$ cat config.mk
export PLATFORM = sky130hd
export DESIGN_NAME = arc_ctrl
export DESIGN_NICKNAME = d
export VERILOG_FILES = /design/src/shared/arc_pkg.sv /design/src/hdl/arc_ctrl.sv /design/src/hdl/arc_tick.sv
export SDC_FILE = /design/constraint.sdc
export NUM_CORES = 1
export LEC_CHECK = 0
export ABC_AREA = 1
export BUFFER_PORTS_ARGS = -buffer_cell sky130_fd_sc_hd__buf_2
export CAP_MARGIN = 20
export CORE_AREA = 2 2 75 105
export DETAILED_ROUTE_END_ITERATION = 8
export DIE_AREA = 0 0 77 107
export GPL_ROUTABILITY_DRIVEN = 0
export GPL_TIMING_DRIVEN = 0
export PLACE_DENSITY = 0.89
export RECOVER_POWER = 50
export SYNTH_ARGS = -nofsm -noshare
export SYNTH_HDL_FRONTEND = slang
export SYNTH_SLANG_ARGS = --single-unit
export TNS_END_PERCENT = 20
$ cat constraint.sdc
create_clock -name ref_clk -period 2.6 [get_ports ref_clk]
set_clock_uncertainty 0.2 [all_clocks]
set_input_delay 0.65 -clock ref_clk [delete_from_list [all_inputs] [get_ports ref_clk]]
set_output_delay 0.65 -clock ref_clk [all_outputs]
set_load 0.01 [all_outputs]
$ cat src/shared/arc_pkg.sv
/*
  Package for the converter result and control block: register map,
  field positions, reset values, modes and the bus carrier struct.
  Assumes a byte-wide register port clocked by ref_clk.
*/
package arc_pkg;
  // Register offsets, byte wide
  localparam logic [3:0] ARC_SC1_OFS  = 4'h0;
  localparam logic [3:0] ARC_CFG_OFS  = 4'h1;
  localparam logic [3:0] ARC_RESH_OFS = 4'h2;
  localparam logic [3:0] ARC_RESL_OFS = 4'h3;
  localparam logic [3:0] ARC_STAT_OFS = 4'h4;
  localparam logic [3:0] ARC_MASK_OFS = 4'h5;
  // Status/control one fields
  localparam int ARC_SC1_FLAG_BIT = 7;
  localparam int ARC_SC1_IE_BIT   = 6;
  localparam int ARC_SC1_CONT_BIT = 5;
  localparam logic [4:0] ARC_CH_OFF = 5'h1f;
  localparam logic [7:0] ARC_SC1_RST = 8'h1f;
  // Configuration fields: [1:0] mode, [2] clock select
  localparam int ARC_CFG_CLK_BIT = 2;
  localparam logic [7:0] ARC_CFG_RST = 8'h00;
  // Status bits: [0] complete event, [1] overrun (result dropped)
  localparam logic [1:0] ARC_STAT_RST = 2'h0;
  localparam logic [1:0] ARC_MASK_RST = 2'h0;
  // Conversion length in conversion clock ticks
  localparam logic [4:0] ARC_CONV_TICKS = 5'h14;

  typedef enum logic [1:0] {
    ARC_MODE_8  = 2'h0,
    ARC_MODE_12 = 2'h1,
    ARC_MODE_10 = 2'h2
  } arc_mode_t;

  typedef struct packed {
    logic [3:0] addr;
    logic [7:0] wdata;
    logic       wr;
    logic       rd;
  } arc_bus_t;
endpackage
$ cat src/hdl/arc_ctrl.sv
/*
  Converter control and result coherency: status/control one, config,
  result bytes with high-then-low freeze, sticky status and interrupt.
  Assumes an analog sample word on conv_sample when a conversion ends,
  and a byte-wide register port with read data one cycle later.
*/
`timescale 1ns/1ps
module arc_ctrl
  import arc_pkg::*;
#(
  parameter int RES_W = 12
) (
  input  wire logic             ref_clk,
  input  wire logic             rst_n,
  input  wire logic             clk_en,
  input  wire logic [3:0]       reg_addr,
  input  wire logic [7:0]       reg_wdata,
  input  wire logic             reg_wr,
  input  wire logic             reg_rd,
  output logic      [7:0]       reg_rdata,
  input  wire logic             async_clk,
  input  wire logic [RES_W-1:0] conv_sample,
  output logic      [4:0]       conv_channel,
  output logic                  conv_busy,
  output logic                  irq
);
  typedef struct packed {
    logic [7:0]       sc1;
    logic [7:0]       cfg;
    logic             busy;
    logic [4:0]       cnt;
    logic [RES_W-1:0] result;
    logic [7:0]       low_frz;
    logic             frozen;
    logic             pend_v;
    logic [RES_W-1:0] pend;
    logic [1:0]       stat;
    logic [1:0]       mask;
    logic [7:0]       rdata;
    logic             irq;
  } arc_st_t;

  arc_st_t  st_ff;
  arc_st_t  nxt_st;
  arc_bus_t bus;
  logic     tick;

  assign bus = '{addr: reg_addr, wdata: reg_wdata, wr: reg_wr, rd: reg_rd};

  arc_tick u_tick (
    .ref_clk   (ref_clk),
    .rst_n     (rst_n),
    .clk_en    (clk_en),
    .use_async (st_ff.cfg[ARC_CFG_CLK_BIT]),
    .async_clk (async_clk),
    .tick      (tick)
  );

  // Aligned 16-bit view of the result for the chosen mode
  function automatic logic [15:0] arc_align(input logic [1:0] m,
                                            input logic [RES_W-1:0] v);
    logic [15:0] w;
    w = 16'(v);
    if (m == ARC_MODE_8) begin
      arc_align = {8'h00, w[11:4]};
    end else if (m == ARC_MODE_10) begin
      arc_align = {6'h00, w[11:2]};
    end else begin
      arc_align = {4'h0, w[11:0]};
    end
  endfunction

  logic        wide;
  logic        done;
  logic        sc1_wr;
  logic        rd_hi;
  logic        rd_lo;
  logic [15:0] cur;
  logic [1:0]  evt;

  assign wide   = st_ff.cfg[1:0] != ARC_MODE_8;
  assign done   = st_ff.busy && tick && st_ff.cnt == 5'h01;
  assign sc1_wr = bus.wr && bus.addr == ARC_SC1_OFS;
  assign rd_hi  = bus.rd && bus.addr == ARC_RESH_OFS;
  assign rd_lo  = bus.rd && bus.addr == ARC_RESL_OFS;
  assign cur    = arc_align(st_ff.cfg[1:0], st_ff.result);

  always_comb begin
    nxt_st = st_ff;
    evt    = 2'h0;
    // Conversion sequencing
    if (st_ff.busy && tick) begin
      nxt_st.cnt = st_ff.cnt - 5'h01;
    end
    if (done) begin
      evt[0] = 1'b1;
      // Held result while the low byte is frozen or a wide high read freezes it now, else load now
      // Narrow mode never freezes, so it must load directly
      if (st_ff.frozen || (rd_hi && wide)) begin
        nxt_st.pend_v = 1'b1;
        nxt_st.pend   = conv_sample;
        evt[1]        = st_ff.pend_v;
      end else begin
        nxt_st.result = conv_sample;
      end
      nxt_st.sc1[ARC_SC1_FLAG_BIT] = 1'b1;
      // Continuous restarts; single stays idle so result holds
      nxt_st.busy = st_ff.sc1[ARC_SC1_CONT_BIT];
      nxt_st.cnt  = ARC_CONV_TICKS;
    end
    // High byte read freezes the low byte of a wide result
    if (rd_hi && wide && !st_ff.frozen) begin
      nxt_st.frozen  = 1'b1;
      nxt_st.low_frz = cur[7:0];
    end
    if (rd_lo && st_ff.frozen) begin
      nxt_st.frozen = 1'b0;
      nxt_st.pend_v = 1'b0;
      // A result landing on the low read is newest, so it wins
      if (done) begin
        nxt_st.result = conv_sample;
      end else if (st_ff.pend_v) begin
        nxt_st.result = st_ff.pend;
      end
    end
    // Register writes
    if (sc1_wr) begin
      // Write clears the flag even when a conversion lands now
      nxt_st.sc1 = {1'b0, bus.wdata[6:0]};
      nxt_st.busy = bus.wdata[4:0] != ARC_CH_OFF;
      nxt_st.cnt  = ARC_CONV_TICKS;
      nxt_st.frozen = 1'b0;
      nxt_st.pend_v = 1'b0;
    end else if (bus.wr && bus.addr == ARC_CFG_OFS) begin
      nxt_st.cfg = bus.wdata;
    end else if (bus.wr && bus.addr == ARC_MASK_OFS) begin
      nxt_st.mask = bus.wdata[1:0];
    end
    // Sticky status, set beats write-one-to-clear
    if (bus.wr && bus.addr == ARC_STAT_OFS) begin
      nxt_st.stat = st_ff.stat & ~bus.wdata[1:0];
    end
    nxt_st.stat = nxt_st.stat | evt;
    // Read data
    nxt_st.rdata = 8'h00;
    if (bus.rd) begin
      if (bus.addr == ARC_SC1_OFS) begin
        nxt_st.rdata = st_ff.sc1;
      end else if (bus.addr == ARC_CFG_OFS) begin
        nxt_st.rdata = st_ff.cfg;
      end else if (bus.addr == ARC_RESH_OFS) begin
        nxt_st.rdata = wide ? cur[15:8] : 8'h00;
      end else if (bus.addr == ARC_RESL_OFS) begin
        nxt_st.rdata = st_ff.frozen ? st_ff.low_frz : cur[7:0];
      end else if (bus.addr == ARC_STAT_OFS) begin
        nxt_st.rdata = {6'h00, st_ff.stat};
      end else if (bus.addr == ARC_MASK_OFS) begin
        nxt_st.rdata = {6'h00, st_ff.mask};
      end
    end
    nxt_st.irq = (nxt_st.sc1[ARC_SC1_FLAG_BIT] &&
                  nxt_st.sc1[ARC_SC1_IE_BIT]) ||
                 |(nxt_st.stat & nxt_st.mask);
  end

  always_ff @(posedge ref_clk or negedge rst_n) begin
    if (!rst_n) begin
      st_ff        <= '0;
      st_ff.sc1    <= ARC_SC1_RST;
      st_ff.cfg    <= ARC_CFG_RST;
      st_ff.stat   <= ARC_STAT_RST;
      st_ff.mask   <= ARC_MASK_RST;
    end else if (clk_en) begin
      st_ff <= nxt_st;
    end
  end

  assign reg_rdata    = st_ff.rdata;
  assign irq          = st_ff.irq;
  assign conv_busy    = st_ff.busy;
  assign conv_channel = st_ff.sc1[4:0];

  a_low_frozen: assert property (@(posedge ref_clk) disable iff (!rst_n)
    clk_en && rd_hi && wide && !st_ff.frozen |=>
      st_ff.frozen && st_ff.low_frz == $past(cur[7:0]))
    else $error("low byte not frozen on high read");
  a_pend_hold: assert property (@(posedge ref_clk) disable iff (!rst_n)
    clk_en && done && rd_hi && wide |=> st_ff.pend_v && $stable(st_ff.result))
    else $error("result changed during high read");
  a_flag_set: assert property (@(posedge ref_clk) disable iff (!rst_n)
    clk_en && done && !sc1_wr |=> st_ff.sc1[ARC_SC1_FLAG_BIT])
    else $error("complete flag not set");
  a_flag_clear: assert property (@(posedge ref_clk) disable iff (!rst_n)
    clk_en && sc1_wr |=> !st_ff.sc1[ARC_SC1_FLAG_BIT])
    else $error("write did not clear flag");
  a_irq_req: assert property (@(posedge ref_clk) disable iff (!rst_n)
    st_ff.sc1[ARC_SC1_FLAG_BIT] && st_ff.sc1[ARC_SC1_IE_BIT] |-> st_ff.irq)
    else $error("interrupt not requested");
  a_stop_conv: assert property (@(posedge ref_clk) disable iff (!rst_n)
    clk_en && sc1_wr && bus.wdata[4:0] == ARC_CH_OFF |=> !st_ff.busy)
    else $error("stop write ignored");
  a_single_hold: assert property (@(posedge ref_clk) disable iff (!rst_n)
    !st_ff.busy && !st_ff.pend_v |=> $stable(st_ff.result))
    else $error("result changed while idle");
  a_eight_nofrz: assert property (@(posedge ref_clk) disable iff (!rst_n)
    clk_en && rd_hi && !wide && !st_ff.frozen |=> !st_ff.frozen)
    else $error("freeze in 8 bit mode");

  a_eight_high: assert property (@(posedge ref_clk) disable iff (!rst_n)
    clk_en && rd_hi && !wide |=> st_ff.rdata == 8'h00)
    else $error("high byte not zero in 8 bit mode");

  a_freeze_hold: assert property (@(posedge ref_clk) disable iff (!rst_n)
    st_ff.frozen && !(clk_en && (rd_lo || sc1_wr)) |=>
      st_ff.frozen && $stable(st_ff.low_frz))
    else $error("frozen low byte changed");

  a_unfreeze_lo: assert property (@(posedge ref_clk) disable iff (!rst_n)
    clk_en && rd_lo && st_ff.frozen |=> !st_ff.frozen)
    else $error("low read did not release freeze");

  a_pend_apply: assert property (@(posedge ref_clk) disable iff (!rst_n)
    clk_en && rd_lo && st_ff.frozen && st_ff.pend_v && !done |=>
      st_ff.result == $past(st_ff.pend))
    else $error("held result not loaded on low read");

  a_load_result: assert property (@(posedge ref_clk) disable iff (!rst_n)
    clk_en && done && !st_ff.frozen && !(rd_hi && wide) |=>
      st_ff.result == $past(conv_sample))
    else $error("result not loaded on completion");

  a_cmpl_stat: assert property (@(posedge ref_clk) disable iff (!rst_n)
    clk_en && done |=> st_ff.stat[0])
    else $error("complete status not set");

  a_ovr_set: assert property (@(posedge ref_clk) disable iff (!rst_n)
    clk_en && done && st_ff.frozen && st_ff.pend_v |=> st_ff.stat[1])
    else $error("overrun not flagged");

  a_stat_w1c: assert property (@(posedge ref_clk) disable iff (!rst_n)
    clk_en && bus.wr && bus.addr == ARC_STAT_OFS && !done |=>
      (st_ff.stat & $past(bus.wdata[1:0])) == 2'h0)
    else $error("status bit not cleared");

  a_irq_low: assert property (@(posedge ref_clk) disable iff (!rst_n)
    !(st_ff.sc1[ARC_SC1_FLAG_BIT] && st_ff.sc1[ARC_SC1_IE_BIT]) &&
      !(|(st_ff.stat & st_ff.mask)) |-> !st_ff.irq)
    else $error("interrupt without cause");

  a_busy_start: assert property (@(posedge ref_clk) disable iff (!rst_n)
    clk_en && sc1_wr && bus.wdata[4:0] != ARC_CH_OFF |=> st_ff.busy)
    else $error("channel write did not start");

  a_single_stop: assert property (@(posedge ref_clk) disable iff (!rst_n)
    clk_en && done && !st_ff.sc1[ARC_SC1_CONT_BIT] && !sc1_wr |=> !st_ff.busy)
    else $error("single conversion did not stop");

  a_cont_again: assert property (@(posedge ref_clk) disable iff (!rst_n)
    clk_en && done && st_ff.sc1[ARC_SC1_CONT_BIT] && !sc1_wr |=> st_ff.busy)
    else $error("continuous conversion did not restart");

  a_rdata_idle: assert property (@(posedge ref_clk) disable iff (!rst_n)
    clk_en && !bus.rd |=> st_ff.rdata == 8'h00)
    else $error("read data stands without read");
endmodule

$ cat src/hdl/arc_tick.sv
/*
  Conversion tick source: bus clock or a slow asynchronous clock level.
  Assumes the async source level is already in the ref_clk domain via
  a two-stage synchroniser kept in this module.
*/
`timescale 1ns/1ps
module arc_tick
  import arc_pkg::*;
(
  input  wire logic ref_clk,
  input  wire logic rst_n,
  input  wire logic clk_en,
  input  wire logic use_async,
  input  wire logic async_clk,
  output logic      tick
);
  typedef struct packed {
    logic s1;
    logic s2;
    logic s3;
  } arc_tick_st_t;

  arc_tick_st_t st_ff;
  arc_tick_st_t nxt_st;

  always_comb begin
    nxt_st    = st_ff;
    nxt_st.s1 = async_clk;
    nxt_st.s2 = st_ff.s1;
    nxt_st.s3 = st_ff.s2;
  end

  // Async rising edge from second stage only; bus clock ticks every cycle that clk_en is high
  assign tick = clk_en & (use_async ? (st_ff.s2 & ~st_ff.s3) : 1'b1);

  always_ff @(posedge ref_clk or negedge rst_n) begin
    if (!rst_n) begin
      st_ff <= '0;
    end else if (clk_en) begin
      st_ff <= nxt_st;
    end
  end
endmodule

==> metrics.txt <==
outcome finished, violations left; failing checks max-capacitance violations, max-slew violations; CTS root buf clkbuf_8; main flop type after synthesis dfrtp_1; fillers around 630; Resize count post-CTS 0; worst-case clock buffer depth 2; Seq/Total Area, Yosys 42.5%; critical path arrival 2270 ps; setup TNS after final layout 0 ps; Clock power frac 24.9%; Mean Syn Cell Area 7.40 um2; DIE HEIGHT 107 um; core box area roughly 7300 um2; Comb power frac a little under a third; Max Fclk roughly 0.45 GHz; nets between 600 and 700; # diodes 0; FP Rows 37; Area Growth Syn to Fin 12.2%; CP Capture Type register; top post-synthesis cells by count nand2_1 (167), inv_1 (75), dfrtp_1 (67); port bufs 44; Switching Share 36.3%; H-tree level count 3; leakage power 2.59 nW; Yosys warning count 0; total setup buffers inserted after CTS 0; WL per Instance 14.3 um; die area slightly above 8000 um2; Max-Cap Viols 1; max-slew violation count 73; Clock Sink Count ~70; top cells by area, synth dfrtp_1 (39%), nand2_1 (15%), inv_1 (6.6%), nand3_1 (5.5%), o21ai_0 (4.8%); crit start category register; fin crit share a little under nine tenths; RSZ-0062 raised after global routing no; Via density between 5 and 6; Reg power frac between 40% and 50%; Power Internal between 2 and 2.5 mW; WP data required about 2700 ps; Multi-input gate area between 1500 and 2000 um2; Least-Margin Pin Slew 1770 ps; CTS clk-pin slew, worst paths ~80 ps; # IOs 45; DRT antenna net count 0; most area-hungry cell type in the Yosys netlist dfrtp_1; drt initial violations approximately 400; clk_lat worst skew approximately 360 ps; GRT overflow 0; CTS Buf Count 9; Post-Synthesis Cells ~580; critical path class register to register; DRT Wirelength ~10 mm; top-count cell post-synth nand2_1; Switch Pwr ~1.3 mW; CTS tree yes; antenna violations before repair 0; Post-Syn Area 4260 um2; final hold vios 0; Slew HR -18.0%; cts hold-fix bufs 0; layout cells sized above 1 approximately 18%; Area after DPL between 4000 and 5000 um2; die width approximately 77 um; Power Density 751 nW/um2; crit-path max FO 10; largest net degree at the start of global routing 73; Hold Crit Class register to register; routed vias 3996; vias in the first global route roughly 3900; Initial Util about three fifths; final hold slack 286 ps; post-synth top area share between 30% and 40%; flop and latch count out of synthesis 72; Unique masters post-synth 39; Final Cell Area around 4800 um2; Reg area approximately 1800 um2; 1st-pass router iterations 5; Final min period ~2200 ps; async set-reset flop share out of synthesis 100%; EDFF count, synth 0; drt drc 0; first-pass GRT wire length ~17 mm; Final Setup Violations 0; post-layout util 65.3%; Detail Placement HPWL around 7.8 mm; Net Count, Synth between 600 and 700; peak supply drop about 0.56 mV; GRT Util Overall between 20% and 30%
routing by layer:
layer  vias up  GRT usage, %  share of wire (%)
met5         -             0                  0
met4         0          15.9                3.8
met3        34          4.88                5.3
met2       153          48.1                 51
met1      1846          29.2                 40
li1       1963             -                  -
through the flow:
step	power (mW)	std cells	setup slack, ps
after floorplan	2.38	575	630
after global placement	2.64	716	329
after detailed placement	2.70	716	292
after CTS	3.60	732	576
after global routing	3.82	732	257
final	3.59	732	379
logic make-up (layout without fill, tap and decap cells):
kind of cell | Yosys count | after routing | synth area share, %
mux | 6 | 6 | 1.44
buf+inv | 113 | 173 | 11.6
flops | 72 | 72 | 42.5
simple gates | 267 | 267 | 27.7
compound gates | 115 | 115 | 16.2
fa+ha+maj | 2 | 2 | 0.588
final timing paths:
check,start,to,slack [ps],cells after the start
max in group asynchronous,rst_n,st_ff[25],590,1
setup reg to reg,st_ff[48],st_ff[44],380,10
setup / recovery,st_ff[48],st_ff[44],380,10
hold reg to reg,reg_rdata[2],reg_rdata[2],290,2
hold / removal,reg_rdata[2],reg_rdata[2],290,2
min in group asynchronous,rst_n,st_ff[21],520,1
worst max-delay path: stages (launching register included):
cell,delay [ps]
dfrtp_1,390
inv_1,100
ha_1,150
nand3_1,80
nor2_1,360
buf_2,310
nand3_1,160
nand3_1,130
nand2_1,70
inv_1,90
a21oi_2,60
final cells by class:
cell class / instances / share of cell area, %
multi-input cells: 390 / 40.5
clock inverters: 5 / 1.18
clock buffers: 11 / 2.96
inverters: 80 / 6.31
well taps: 97 / 2.54
repair buffers: 44 / 4.56
flip-flops and latches: 72 / 37.9
plain buffers: 33 / 4.06
power by group through the flow:
| stage | Sequential (mW) | Clock, mW | Combinational, mW |
|---|---|---|---|
| final | 1.61 | 0.893 | 1.08 |
| after global routing | 1.64 | 0.958 | 1.23 |
| after CTS | 1.60 | 0.910 | 1.09 |
| after detailed placement | 1.62 | 0 | 1.08 |
| after global placement | 1.61 | 0 | 1.03 |
| after floorplan | 1.57 | 0 | 0.813 |
state kept, by name (all words and copies together), names as in the netlist:
signal / flops
conv_busy: 1
conv_channel: 5
irq: 1
reg_rdata: 8
st_ff: 54
u_tick.nxt_st: 2
u_tick.st_ff: 1
placed cells by master, fill, tap and decap left out, drive strengths merged, types with 4 or more instances in the layout:
cell and count:
a21oi 41, buf 64, clkbuf 24, clkinv 4, dfrtp 67, dfstp 5
inv 79, mux2i 5, nand2 175, nand3 47, nor2 38, o211ai 7
o21ai 48, o221ai 6
No activity file was read; power rests on OpenSTA's default activity.
